### src/shared/bridge_regs_pkg.sv
// register map, field positions and reset values for the secondary status / memory window slice
// assumes a 32-bit classic wishbone slave and one core clock
package bridge_regs_pkg;
	// byte addresses of the 32-bit words
	localparam logic [7:0] ADDR_STATUS = 8'h1c;
	localparam logic [7:0] ADDR_MEMWIN = 8'h20;
	localparam logic [7:0] ADDR_BRCTL = 8'h3c;
	localparam logic [7:0] ADDR_IRQ_MASK = 8'h40;
	localparam logic [7:0] ADDR_IRQ_STAT = 8'h44;
	// status and bridge control bit positions, flag count
	localparam int BIT_66MHZ = 21;
	localparam int BIT_FB2B = 23;
	localparam int BIT_MDPERR = 24;
	localparam int BIT_DEVSEL_LO = 25;
	localparam int BIT_SIG_TABORT = 27;
	localparam int BIT_RCV_TABORT = 28;
	localparam int BIT_RCV_MABORT = 29;
	localparam int BIT_RCV_SERR = 30;
	localparam int BIT_DET_PERR = 31;
	localparam int BIT_PERR_RESP = 16;
	localparam int NUM_FLAGS = 6;
	// fixed values and memory window reset values
	localparam logic RST_66MHZ = 1'b1;
	localparam logic RST_FB2B = 1'b1;
	localparam logic [1:0] DEVSEL_MEDIUM = 2'h1;
	localparam logic [11:0] RST_MEM_BASE = 12'h000;
	localparam logic [11:0] RST_MEM_LIMIT = 12'h000;
	localparam logic [19:0] LIMIT_LOW_ONES = 20'hfffff;
	// flag index within the sticky vector
	localparam int FLAG_MDPERR = 0;
	localparam int FLAG_SIG_TABORT = 1;
	localparam int FLAG_RCV_TABORT = 2;
	localparam int FLAG_RCV_MABORT = 3;
	localparam int FLAG_RCV_SERR = 4;
	localparam int FLAG_DET_PERR = 5;

	// event strobes from the secondary-bus interface logic, one-cycle pulses
	typedef struct packed {
		logic read_data_perr;
		logic write_perr_seen;
		logic split_write_perr;
		logic target_abort_sent;
		logic target_abort_rcvd;
		logic master_abort_rcvd;
		logic serr_seen;
		logic addr_data_perr;
	} sec_events_s;

	// decoded memory window for the forwarding logic
	typedef struct packed {
		logic [31:0] base;
		logic [31:0] limit;
	} mem_window_s;
endpackage

### src/verilog/bridge_secondary_status_memwin.sv
// secondary status upper half, memory window base/limit, parity response enable and interrupt
// assumes a classic wishbone master on clk_sys and event pulses synchronous to clk_sys
module bridge_secondary_status_memwin
	import bridge_regs_pkg::*;
(
	input wire logic clk_sys,
	input wire logic reset_n,
	input wire logic wb_cyc_i,
	input wire logic wb_stb_i,
	input wire logic wb_we_i,
	input wire logic [7:0] wb_adr_i,
	input wire logic [3:0] wb_sel_i,
	input wire logic [31:0] wb_dat_i,
	output logic [31:0] wb_dat_o,
	output logic wb_ack_o,
	output logic wb_err_o,
	input wire sec_events_s events,
	output mem_window_s mem_window,
	output logic parity_resp_en,
	output logic irq
);
	typedef enum logic [0:0] { BUS_IDLE, BUS_ACK } bus_state_e;

	bus_state_e state_reg;
	bus_state_e state_next;
	logic ack_reg;
	logic ack_next;
	logic err_reg;
	logic err_next;
	logic [31:0] rdata_reg;
	logic [31:0] rdata_next;
	logic [11:0] mem_base_reg;
	logic [11:0] mem_base_next;
	logic [11:0] mem_limit_reg;
	logic [11:0] mem_limit_next;
	logic perr_resp_reg;
	logic perr_resp_next;
	logic [NUM_FLAGS-1:0] irq_mask_reg;
	logic [NUM_FLAGS-1:0] irq_mask_next;
	logic [NUM_FLAGS-1:0] flag_set;
	logic [NUM_FLAGS-1:0] flag_clear;
	logic [NUM_FLAGS-1:0] flags;
	logic [31:0] status_word;
	logic [31:0] memwin_word;
	logic req;
	logic wr_take;
	logic mapped;

	// a request is taken on the first cycle of a strobe; ack follows one cycle later
	// a strobe still high in the ack cycle is not taken again, because the answer state blocks it
	assign req = wb_cyc_i & wb_stb_i & (state_reg == BUS_IDLE);
	assign wr_take = req & wb_we_i;
	assign mapped = (wb_adr_i == ADDR_STATUS) | (wb_adr_i == ADDR_MEMWIN) | (wb_adr_i == ADDR_BRCTL)
		| (wb_adr_i == ADDR_IRQ_MASK) | (wb_adr_i == ADDR_IRQ_STAT);

	// event sources gathered into the sticky vector
	always_comb
	begin
		flag_set = '0;
		flag_set[FLAG_MDPERR] = perr_resp_reg & (events.read_data_perr | events.write_perr_seen
			| events.split_write_perr);
		flag_set[FLAG_SIG_TABORT] = events.target_abort_sent;
		flag_set[FLAG_RCV_TABORT] = events.target_abort_rcvd;
		flag_set[FLAG_RCV_MABORT] = events.master_abort_rcvd;
		flag_set[FLAG_RCV_SERR] = events.serr_seen;
		flag_set[FLAG_DET_PERR] = events.addr_data_perr;
	end

	// write-one-to-clear from either the status word (top byte lane) or the interrupt status word
	always_comb
	begin
		flag_clear = '0;
		if (wr_take && wb_adr_i == ADDR_STATUS)
		begin
			flag_clear[FLAG_MDPERR] = wb_sel_i[3] & wb_dat_i[BIT_MDPERR];
			flag_clear[FLAG_SIG_TABORT] = wb_sel_i[3] & wb_dat_i[BIT_SIG_TABORT];
			flag_clear[FLAG_RCV_TABORT] = wb_sel_i[3] & wb_dat_i[BIT_RCV_TABORT];
			flag_clear[FLAG_RCV_MABORT] = wb_sel_i[3] & wb_dat_i[BIT_RCV_MABORT];
			flag_clear[FLAG_RCV_SERR] = wb_sel_i[3] & wb_dat_i[BIT_RCV_SERR];
			flag_clear[FLAG_DET_PERR] = wb_sel_i[3] & wb_dat_i[BIT_DET_PERR];
		end
		else if (wr_take && wb_adr_i == ADDR_IRQ_STAT && wb_sel_i[0])
			flag_clear = wb_dat_i[NUM_FLAGS-1:0];
	end

	sticky_flags #(
		.WIDTH(NUM_FLAGS)
	) u_flags (
		.clk_sys(clk_sys),
		.reset_n(reset_n),
		.set(flag_set),
		.clear(flag_clear),
		.flags(flags)
	);

	// status word: low half belongs to other logic and reads zero here
	always_comb
	begin
		status_word = '0;
		status_word[BIT_66MHZ] = RST_66MHZ;
		status_word[BIT_FB2B] = RST_FB2B;
		status_word[BIT_MDPERR] = flags[FLAG_MDPERR];
		status_word[BIT_DEVSEL_LO+1:BIT_DEVSEL_LO] = DEVSEL_MEDIUM;
		status_word[BIT_SIG_TABORT] = flags[FLAG_SIG_TABORT];
		status_word[BIT_RCV_TABORT] = flags[FLAG_RCV_TABORT];
		status_word[BIT_RCV_MABORT] = flags[FLAG_RCV_MABORT];
		status_word[BIT_RCV_SERR] = flags[FLAG_RCV_SERR];
		status_word[BIT_DET_PERR] = flags[FLAG_DET_PERR];
	end

	// reserved nibbles read as zero
	assign memwin_word = {mem_limit_reg, 4'h0, mem_base_reg, 4'h0};

	// register writes honour byte lanes; a field split across lanes updates lane by lane
	always_comb
	begin
		mem_base_next = mem_base_reg;
		mem_limit_next = mem_limit_reg;
		perr_resp_next = perr_resp_reg;
		irq_mask_next = irq_mask_reg;
		if (wr_take && wb_adr_i == ADDR_MEMWIN)
		begin
			if (wb_sel_i[0])
				mem_base_next[3:0] = wb_dat_i[7:4];
			if (wb_sel_i[1])
				mem_base_next[11:4] = wb_dat_i[15:8];
			if (wb_sel_i[2])
				mem_limit_next[3:0] = wb_dat_i[23:20];
			if (wb_sel_i[3])
				mem_limit_next[11:4] = wb_dat_i[31:24];
		end
		if (wr_take && wb_adr_i == ADDR_BRCTL && wb_sel_i[2])
			perr_resp_next = wb_dat_i[BIT_PERR_RESP];
		if (wr_take && wb_adr_i == ADDR_IRQ_MASK && wb_sel_i[0])
			irq_mask_next = wb_dat_i[NUM_FLAGS-1:0];
	end

	// bus answer: one ack per request, err for unmapped addresses, read data registered
	always_comb
	begin
		state_next = state_reg;
		ack_next = 1'b0;
		err_next = 1'b0;
		rdata_next = rdata_reg;
		case (state_reg)
			BUS_IDLE:
			begin
				if (req)
				begin
					state_next = BUS_ACK;
					ack_next = mapped;
					err_next = ~mapped;
					rdata_next = '0;
					if (!wb_we_i)
					begin
						case (wb_adr_i)
							ADDR_STATUS: rdata_next = status_word;
							ADDR_MEMWIN: rdata_next = memwin_word;
							ADDR_BRCTL: rdata_next = {15'h0000, perr_resp_reg, 16'h0000};
							ADDR_IRQ_MASK: rdata_next = {{(32-NUM_FLAGS){1'b0}}, irq_mask_reg};
							ADDR_IRQ_STAT: rdata_next = {{(32-NUM_FLAGS){1'b0}}, flags};
							default: rdata_next = '0;
						endcase
					end
				end
			end
			BUS_ACK:
			begin
				// one idle cycle lets the master drop stb before a new request is seen
				state_next = BUS_IDLE;
			end
			default: state_next = BUS_IDLE;
		endcase
	end

	always_ff @(posedge clk_sys or negedge reset_n)
	begin
		if (!reset_n)
		begin
			state_reg <= BUS_IDLE;
			ack_reg <= 1'b0;
			err_reg <= 1'b0;
			rdata_reg <= '0;
			mem_base_reg <= RST_MEM_BASE;
			mem_limit_reg <= RST_MEM_LIMIT;
			perr_resp_reg <= 1'b0;
			irq_mask_reg <= '0;
		end
		else
		begin
			state_reg <= state_next;
			ack_reg <= ack_next;
			err_reg <= err_next;
			rdata_reg <= rdata_next;
			mem_base_reg <= mem_base_next;
			mem_limit_reg <= mem_limit_next;
			perr_resp_reg <= perr_resp_next;
			irq_mask_reg <= irq_mask_next;
		end
	end

	assign wb_ack_o = ack_reg;
	assign wb_err_o = err_reg;
	assign wb_dat_o = rdata_reg;
	assign parity_resp_en = perr_resp_reg;
	// one driver for the whole window; the limit's low bits are ones so it names the last byte of its megabyte
	assign mem_window = {mem_base_reg, 20'h00000, mem_limit_reg, LIMIT_LOW_ONES};
	// level interrupt while any unmasked flag stands
	assign irq = |(flags & irq_mask_reg);

	// event recording: each source shows in its flag one cycle after it is seen, the master parity sources only while parity response is enabled
	a_mdperr_gated: assert property (@(posedge clk_sys) disable iff (!reset_n)
		(!perr_resp_reg && !flags[FLAG_MDPERR]) |=> !flags[FLAG_MDPERR])
		else $error("master data parity flag set while response disabled");
	a_mdperr_sources: assert property (@(posedge clk_sys) disable iff (!reset_n)
		(perr_resp_reg && (events.read_data_perr || events.write_perr_seen || events.split_write_perr))
		|=> flags[FLAG_MDPERR])
		else $error("master data parity event not recorded");
	a_sig_tabort: assert property (@(posedge clk_sys) disable iff (!reset_n)
		events.target_abort_sent |=> status_word[BIT_SIG_TABORT])
		else $error("signalled target abort not recorded");
	a_rcv_tabort: assert property (@(posedge clk_sys) disable iff (!reset_n)
		events.target_abort_rcvd |=> status_word[BIT_RCV_TABORT])
		else $error("received target abort not recorded");
	a_rcv_mabort: assert property (@(posedge clk_sys) disable iff (!reset_n)
		events.master_abort_rcvd |=> status_word[BIT_RCV_MABORT])
		else $error("received master abort not recorded");
	a_rcv_serr: assert property (@(posedge clk_sys) disable iff (!reset_n)
		events.serr_seen |=> status_word[BIT_RCV_SERR])
		else $error("system error not recorded");
	a_det_perr: assert property (@(posedge clk_sys) disable iff (!reset_n)
		events.addr_data_perr |=> status_word[BIT_DET_PERR])
		else $error("detected parity error not recorded");
	a_det_ungated: assert property (@(posedge clk_sys) disable iff (!reset_n)
		(events.addr_data_perr && !perr_resp_reg) |=> flags[FLAG_DET_PERR])
		else $error("detected parity error held back by the enable");
	// fixed fields and the window as software reads them over the bus, window and bridge control writes
	a_fixed_bits: assert property (@(posedge clk_sys) disable iff (!reset_n)
		(wb_ack_o && $past(wb_adr_i) == ADDR_STATUS && !$past(wb_we_i))
		|-> (wb_dat_o[26:25] == 2'b01 && wb_dat_o[23:21] == 3'b101 && wb_dat_o[20:0] == 21'h00000))
		else $error("fixed status bits wrong");
	a_memwin_rsvd: assert property (@(posedge clk_sys) disable iff (!reset_n)
		(wb_ack_o && $past(wb_adr_i) == ADDR_MEMWIN && !$past(wb_we_i))
		|-> (wb_dat_o[19:16] == 4'h0 && wb_dat_o[3:0] == 4'h0))
		else $error("reserved window bits not zero");
	a_base_write: assert property (@(posedge clk_sys) disable iff (!reset_n)
		(wr_take && wb_adr_i == ADDR_MEMWIN && wb_sel_i == 4'hf)
		|=> (mem_base_reg == $past(wb_dat_i[15:4]) && mem_limit_reg == $past(wb_dat_i[31:20])))
		else $error("memory window write lost");
	a_base_lane_hold: assert property (@(posedge clk_sys) disable iff (!reset_n)
		(wr_take && wb_adr_i == ADDR_MEMWIN && !wb_sel_i[1]) |=> $stable(mem_base_reg[11:4]))
		else $error("memory base changed through a disabled lane");
	a_limit_lane_hold: assert property (@(posedge clk_sys) disable iff (!reset_n)
		(wr_take && wb_adr_i == ADDR_MEMWIN && !wb_sel_i[3]) |=> $stable(mem_limit_reg[11:4]))
		else $error("memory limit changed through a disabled lane");
	a_brctl_write: assert property (@(posedge clk_sys) disable iff (!reset_n)
		(wr_take && wb_adr_i == ADDR_BRCTL && wb_sel_i[2])
		|=> (parity_resp_en == $past(wb_dat_i[BIT_PERR_RESP])))
		else $error("parity response enable write lost");
	// software clears and bus behaviour
	a_clear_w1c: assert property (@(posedge clk_sys) disable iff (!reset_n)
		(flag_clear[FLAG_DET_PERR] && !flag_set[FLAG_DET_PERR]) |=> !flags[FLAG_DET_PERR])
		else $error("write one did not clear flag");
	a_clear_status_view: assert property (@(posedge clk_sys) disable iff (!reset_n)
		(wr_take && wb_adr_i == ADDR_STATUS && wb_sel_i[3] && wb_dat_i[BIT_RCV_SERR]
		&& !flag_set[FLAG_RCV_SERR]) |=> !flags[FLAG_RCV_SERR])
		else $error("status word write did not clear flag");
	a_zero_keeps: assert property (@(posedge clk_sys) disable iff (!reset_n)
		(wr_take && wb_adr_i == ADDR_STATUS && !wb_dat_i[BIT_DET_PERR] && flags[FLAG_DET_PERR])
		|=> flags[FLAG_DET_PERR])
		else $error("written zero cleared a flag");
	a_mask_write: assert property (@(posedge clk_sys) disable iff (!reset_n)
		(wr_take && wb_adr_i == ADDR_IRQ_MASK && wb_sel_i[0])
		|=> (irq_mask_reg == $past(wb_dat_i[NUM_FLAGS-1:0])))
		else $error("interrupt mask write lost");
	a_ack_once: assert property (@(posedge clk_sys) disable iff (!reset_n)
		wb_ack_o |=> !wb_ack_o)
		else $error("ack held for two cycles");
	a_ack_err_excl: assert property (@(posedge clk_sys) disable iff (!reset_n)
		!(wb_ack_o && wb_err_o))
		else $error("ack and err raised together");
	a_err_unmapped: assert property (@(posedge clk_sys) disable iff (!reset_n)
		(req && !mapped) |=> (wb_err_o && !wb_ack_o && wb_dat_o == 32'h00000000))
		else $error("unmapped request not refused");
	a_write_data_zero: assert property (@(posedge clk_sys) disable iff (!reset_n)
		((wb_ack_o || wb_err_o) && $past(wb_we_i)) |-> (wb_dat_o == 32'h00000000))
		else $error("read data not zero on a write answer");

	c_abort_irq: cover property (@(posedge clk_sys) disable iff (!reset_n) events.master_abort_rcvd ##1 irq);
	c_mdperr: cover property (@(posedge clk_sys) disable iff (!reset_n) $rose(flags[FLAG_MDPERR]));
	c_unmapped: cover property (@(posedge clk_sys) disable iff (!reset_n) wb_err_o);
	c_clear_race: cover property (@(posedge clk_sys) disable iff (!reset_n) |(flag_set & flag_clear));
	c_window_write: cover property (@(posedge clk_sys) disable iff (!reset_n)
		wr_take && wb_adr_i == ADDR_MEMWIN && wb_sel_i == 4'hf);
endmodule

### src/verilog/sticky_flags.sv
// bank of write-one-to-clear sticky flags
// assumes set and clear are one-cycle strobes in the clk_sys domain
module sticky_flags
	import bridge_regs_pkg::*;
#(
	parameter int WIDTH = 6
)
(
	input wire logic clk_sys,
	input wire logic reset_n,
	input wire logic [WIDTH-1:0] set,
	input wire logic [WIDTH-1:0] clear,
	output logic [WIDTH-1:0] flags
);
	logic [WIDTH-1:0] flags_reg;
	logic [WIDTH-1:0] flags_next;

	// per bit: set wins over a clear in the same cycle
	genvar i;
	generate
		for (i = 0; i < WIDTH; i++)
		begin : g_bit
			always_comb
			begin
				flags_next[i] = set[i] | (flags_reg[i] & ~clear[i]);
			end
		end
	endgenerate

	always_ff @(posedge clk_sys or negedge reset_n)
	begin
		if (!reset_n)
			flags_reg <= '0;
		else
			flags_reg <= flags_next;
	end

	assign flags = flags_reg;

	a_set_wins: assert property (@(posedge clk_sys) disable iff (!reset_n)
		(set != '0) |=> ((flags & $past(set)) == $past(set)))
		else $error("sticky flag lost its set event");
endmodule

### config.mk
export PLATFORM = sky130hd
export DESIGN_NAME = bridge_secondary_status_memwin
export DESIGN_NICKNAME = d
export VERILOG_FILES = /design/src/shared/bridge_regs_pkg.sv /design/src/verilog/bridge_secondary_status_memwin.sv /design/src/verilog/sticky_flags.sv
export SDC_FILE = /design/constraint.sdc
export NUM_CORES = 1
export LEC_CHECK = 0
export BUFFER_PORTS_ARGS = -buffer_cell sky130_fd_sc_hd__buf_2
export CAP_MARGIN = 10
export CORE_MARGIN = 10
export CORE_UTILIZATION = 42
export DETAILED_ROUTE_END_ITERATION = 12
export PLACE_DENSITY = 0.76
export SYNTH_ARGS = -nofsm -noshare
export SYNTH_HDL_FRONTEND = slang
export SYNTH_SLANG_ARGS = --single-unit
### constraint.sdc
create_clock -name clk_sys -period 1.7 [get_ports clk_sys]
set_input_delay 0.085 -clock clk_sys [delete_from_list [all_inputs] [get_ports clk_sys]]
set_output_delay 0.085 -clock clk_sys [all_outputs]
set_load 0.01 [all_outputs]
== Word-level counts from Yosys, hierarchy flattened ==
Index checks and enable logic that the tools add are counted.

* Logic and storage cells: 77
* Output and inout port bits: 100
* Bits of input ports: 57
* Register bits: 72

* Reductions and logical operators: 14
* Equal/unequal tests: 5
* Bitwise gates (word level): 37
* Muxes and demuxes: 10

{| class="wikitable"
|+ Operators by type and width
! operator !! number
|-
| 32-bit case mux with 5 select lines || 1
|-
| 32-bit 2-to-1 mux || 1
|-
| 1-bit bitwise AND || 16
|-
| 8-bit by 6-bit equality test with 1-bit output (second input constant) || 2
|-
| 8-bit by 7-bit equality test with 1-bit output (second input constant) || 2
|-
| 6-bit 2-to-1 mux || 2
|-
| 1-bit OR || 12
|-
| 2-bit AND reduction || 5
|-
| 8-bit by 5-bit equality test with 1-bit output (second input constant) || 1
|-
| 1-bit logical AND || 8
|-
| 1-bit NOT || 8
|-
| 6-bit bitwise AND || 1
|-
| 6-bit OR reduction || 1
|-
| 1-bit 2-to-1 mux || 5
|-
| 1-bit case mux with 2 select lines || 1
|}

== Logic depth before layout (Yosys ltp) ==
* Depth in word-level cells: 10
* Depth in mapped cells: 6
* Mapped depth without buffers: 4

== Modules after synthesis ==
A second synthesis with hierarchy kept.

* Cell total of the unflattened synthesis: 301
* Area, all modules: 3345.7 um^2

{| class="wikitable"
|+ By module, submodules not included
! module !! seq. area each (um^2) !! times used !! area an instance (um^2) !! cells each
|-
| bridge_secondary_status_memwin || 1576.5 || 1 || 3128.0 || 283
|-
| sticky_flags || 150.1 || 1 || 217.7 || 18
|}

== Worst setup path after synthesis ==
OpenSTA, ideal clock, no wires.

* Path type: input-to-reg
* From: in wb_adr_i[5]
* To: reg irq_mask_reg[0]
* Path buffers: 2
* Cell stages on the path: 6
* Required time: 1.575 ns
* Path slack: -0.045 ns
* Library setup time: 0.125 ns
* Data arrival time: 1.620 ns
* Cell sequence: buf_4 > or4b_1 > nor2_2 > and4b_1 > buf_4 > mux2_2

* Longest elaborated chain between the ends: 3

{| class="wikitable"
|+ RTL lines
! what !! line !! RTL
|-
| from (decl) || bridge_secondary_status_memwin.sv:11 || <nowiki>input wire logic [7:0] wb_adr_i,</nowiki>
|-
| 8-bit by 7-bit equality test with 1-bit output || bridge_secondary_status_memwin.sv:134 || <nowiki>if (wr_take && wb_adr_i == ADDR_IRQ_MASK && wb_sel_i[0])</nowiki>
|-
| 1-bit logical AND (2 in series) || bridge_secondary_status_memwin.sv:134 ||
|-
| to (signal assigned) || bridge_secondary_status_memwin.sv:198 || <nowiki>irq_mask_reg <= irq_mask_next;</nowiki>
|-
| to (decl) || bridge_secondary_status_memwin.sv:38 || <nowiki>logic [NUM_FLAGS-1:0] irq_mask_reg;</nowiki>
|}

No other way between the ends.
A chain may end at the register's enable or synchronous reset.

== Final worst setup path ==
* From: reg state_reg
* To: reg mem_base_reg[4]

* Longest elaborated chain between the ends: 5

{| class="wikitable"
|+ RTL lines
! what !! line !! RTL
|-
| from (decl) || bridge_secondary_status_memwin.sv:24 || <nowiki>bus_state_e state_reg;</nowiki>
|-
| from (signal assigned) || bridge_secondary_status_memwin.sv:191 || <nowiki>state_reg <= state_next;</nowiki>
|-
| 1-bit NOT (no line) || -- ||
|-
| 1-bit bitwise AND || bridge_secondary_status_memwin.sv:51 || <nowiki>assign req = wb_cyc_i & wb_stb_i & (state_reg == BUS_IDLE);</nowiki>
|-
| 1-bit bitwise AND || bridge_secondary_status_memwin.sv:52 || <nowiki>assign wr_take = req & wb_we_i;</nowiki>
|-
| 1-bit logical AND || bridge_secondary_status_memwin.sv:121 || <nowiki>if (wr_take && wb_adr_i == ADDR_MEMWIN)</nowiki>
|-
| 2-bit AND reduction (no line) || -- ||
|-
| to (signal assigned) || bridge_secondary_status_memwin.sv:195 || <nowiki>mem_base_reg <= mem_base_next;</nowiki>
|-
| to (decl) || bridge_secondary_status_memwin.sv:32 || <nowiki>logic [11:0] mem_base_reg;</nowiki>
|}

No other way between the ends.

==> out/metrics.yaml <==
root_buffer: "clkbuf_8"
drt-vias-per-instance: 4.92
yosysMostFrequentCell: "dfrtp_1"
worstPathMaxFanout: 8
netlist_area_mm2: 0.00334
die_w_um: 109
clkTransAtPathRegs_ns: 0.07
num_vias: 2606
finalWorstPathRequiredPeriod_ns: 1.60
rrSetupSlack_ns: 0.1
antenna_left: 0
synthDistinctLibCells: 38
cts_tree: "done"
finalCritPeriodShare_pct: 94.2
p_leak_uw: 0.00239
cts_buffers: 9
clk_latency_ns: 0.35
clockBufferDepth: 2
post-synth-top-area-cell: "dfrtp_1"
antenna_found_initial: 1
ios: 157
status: "finished clean"
overflow: 0
nets: 479
synth.ff_latch_count: 69
worstSetupStartpointType: "flip-flop"
final_max_slew_viol_count: 0
track_usage_pct: 16.5
yosys_warnings: 0
ys_top_cells_by_count: "dfrtp_1, buf_4, mux2_2"
rsz0062_at_grt: "true"
postSynthCellCount: 263
portBuffers: 110
area_delta_synth_final_pct: 33.4
fill_cells: 665
ys_seq_area_share_pct: 51.7
cp_data_required_time_ns: 1.94
hold_viol_final: 0
drc: 0
drv_cap: 0
synth-main-ff-cell: "dfrtp_1"
yosysTopAreaCellShare_pct: 51.7
first_pass_iters: 4
die_h_um: 109
hpwlAfterDp_um: 7610
finalSetupViolCount: 0
place_area_mm2: 0.00393
grt_pass1_vias: 2904
rr_worst_depth: 6
design_area_mm2: 0.00445
slew_headroom_pct: 50.3
synthArstFlopShare_pct: 100
ir_drop_mv: 0.394
grt_pass1_wl_um: 15300
critPathKind: "reg -> reg"
hold_depth: 2
arrival_ns: 1.84
gp_congestion: 0.857
yosys-top-cells-area: "dfrtp_1, mux2_2, buf_4, a22o_1, a32o_1"
worstSetupEndpointType: "flip-flop"
core-area_mm2: 0.00773
wire_per_inst_um: 18.8
initial_utilization_pct: 43.2
drt_iter0_markers: 129
largest_reg_flops: 29
worstMarginPinSlew_ns: 0.735
synth_area_per_cell_um2: 12.7
power.density_mw_per_mm2: 729
floorplan.die_area_mm2: 0.0119
drive_gt1_share_pct: 45.7
synth-edff-count: 0
cts_max_level: 3
wl_um: 9940
final_core_util_pct: 57.6
num_rows: 32
hold_class: "in -> reg"
grt_max_degree: 46
fin_skew_ns: 0.0124
max_freq_mhz: 625
clock-sinks: 69
critical path, stage by stage (launching register included):
cell      delay (ns)
dfrtp_1         0.38
nand4b_1        0.17
buf_4           0.17
nor4_4          0.13
buf_4           0.19
nand2_2         0.15
mux2_2          0.31
metrics by stage:
stage | power [uW] | hold slack [ns] | std cells | worst slack (ns) | setup TNS (ns)
after floorplan | 1870 | -0.211 | 304 | 0.00780 | 0
after global routing | 3360 | 0.0181 | 530 | -0.00272 | -0.00588
after global placement | 1950 | 0.113 | 480 | -0.120 | -2.96
after CTS | 3250 | 0.00808 | 529 | 0.104 | 0
final | 3250 | 0.0241 | 530 | 0.0991 | 0
after detailed placement | 1950 | 0.120 | 480 | -0.141 | -3.56
area by class of cell:
| cell class | count | area [um2] | share of cell area (%) |
|---|---|---|---|
| Antenna cell | 1 | 2.50 | 0.0562 |
| Sequential cell | 69 | 1730 | 38.8 |
| Timing Repair Buffer | 159 | 1010 | 22.7 |
| Tap cell | 102 | 128 | 2.87 |
| Clock buffer | 12 | 155 | 3.49 |
| Clock inverter | 4 | 30.0 | 0.675 |
| Multi-Input combinational cell | 181 | 1390 | 31.2 |
| Inverter | 2 | 7.51 | 0.169 |
logic make-up after synthesis:
group | Yosys count | synth area share [%]
AOI/OAI and AO/OA | 53 | 14.4
buffers and inverters | 54 | 11.6
DFF | 69 | 51.7
muxes | 35 | 11.8
other | 2 | 0.225
and+or+nand+nor | 50 | 10.2
layer usage:
layer | part of all wire, % | GRT usage (%)
met1 | 36 | 17.6
met4 | 1.7 | 6.69
met3 | 8.1 | 5.49
met2 | 54 | 29.5
met5 | 0 | 0
power breakdown:
group	switching (uW)	internal, uW	leakage (uW)
Clock	645	615	0.0000930
Combinational	186	140	0.00136
Sequential	9.72	1650	0.000936
worst paths after layout:
| check | startpoint | end |
|---|---|---|
| hold / removal | wb_dat_i[0] | irq_mask_reg[0]$_DFFE_PN0P_ |
| setup / recovery | state_reg$_DFF_PN0_ | mem_base_reg[4]$_DFFE_PN0P_ |
| min in group asynchronous | reset_n | u_flags.flags[4]$_DFF_PN0_ |
| setup reg to reg | state_reg$_DFF_PN0_ | mem_base_reg[4]$_DFFE_PN0P_ |
| max in group asynchronous | reset_n | mem_limit_reg[9]$_DFFE_PN0P_ |
| hold reg to reg | wb_dat_o[16]$_DFFE_PN0P_ | wb_dat_o[16]$_DFFE_PN0P_ |
cell usage in the layout (no fill, tap or decap), types with 2 or more instances in the layout:
master,count
a32o_1,7
mux2_2,35
buf_4,16
o21ai_0,3
nand3_1,3
conb_1,43
nand4_1,2
buf_2,110
a31o_2,5
nor4_4,2
nand2_1,16
dfrtp_1,69
a22oi_1,5
a21o_1,3
inv_1,2
a22o_1,28
clkbuf_8,11
nor3_1,2
nor2_1,4
nand2b_1,2
or3_1,2
nor4b_1,2
dlygate4sd3_1,32
timing repair:
| item | in CTS | in global routing |
|---|---|---|
| setup endpoints to repair | 24 | 3 |
| cloned | 0 | 0 |
| pin swaps | 2 | 0 |
| gates resized for setup | 1 | 0 |
| hold endpoints to repair | 55 | 0 |
| setup buffers | 1 | 0 |
| hold buffers | 32 | 0 |
No activity file was read; power rests on OpenSTA's default activity.
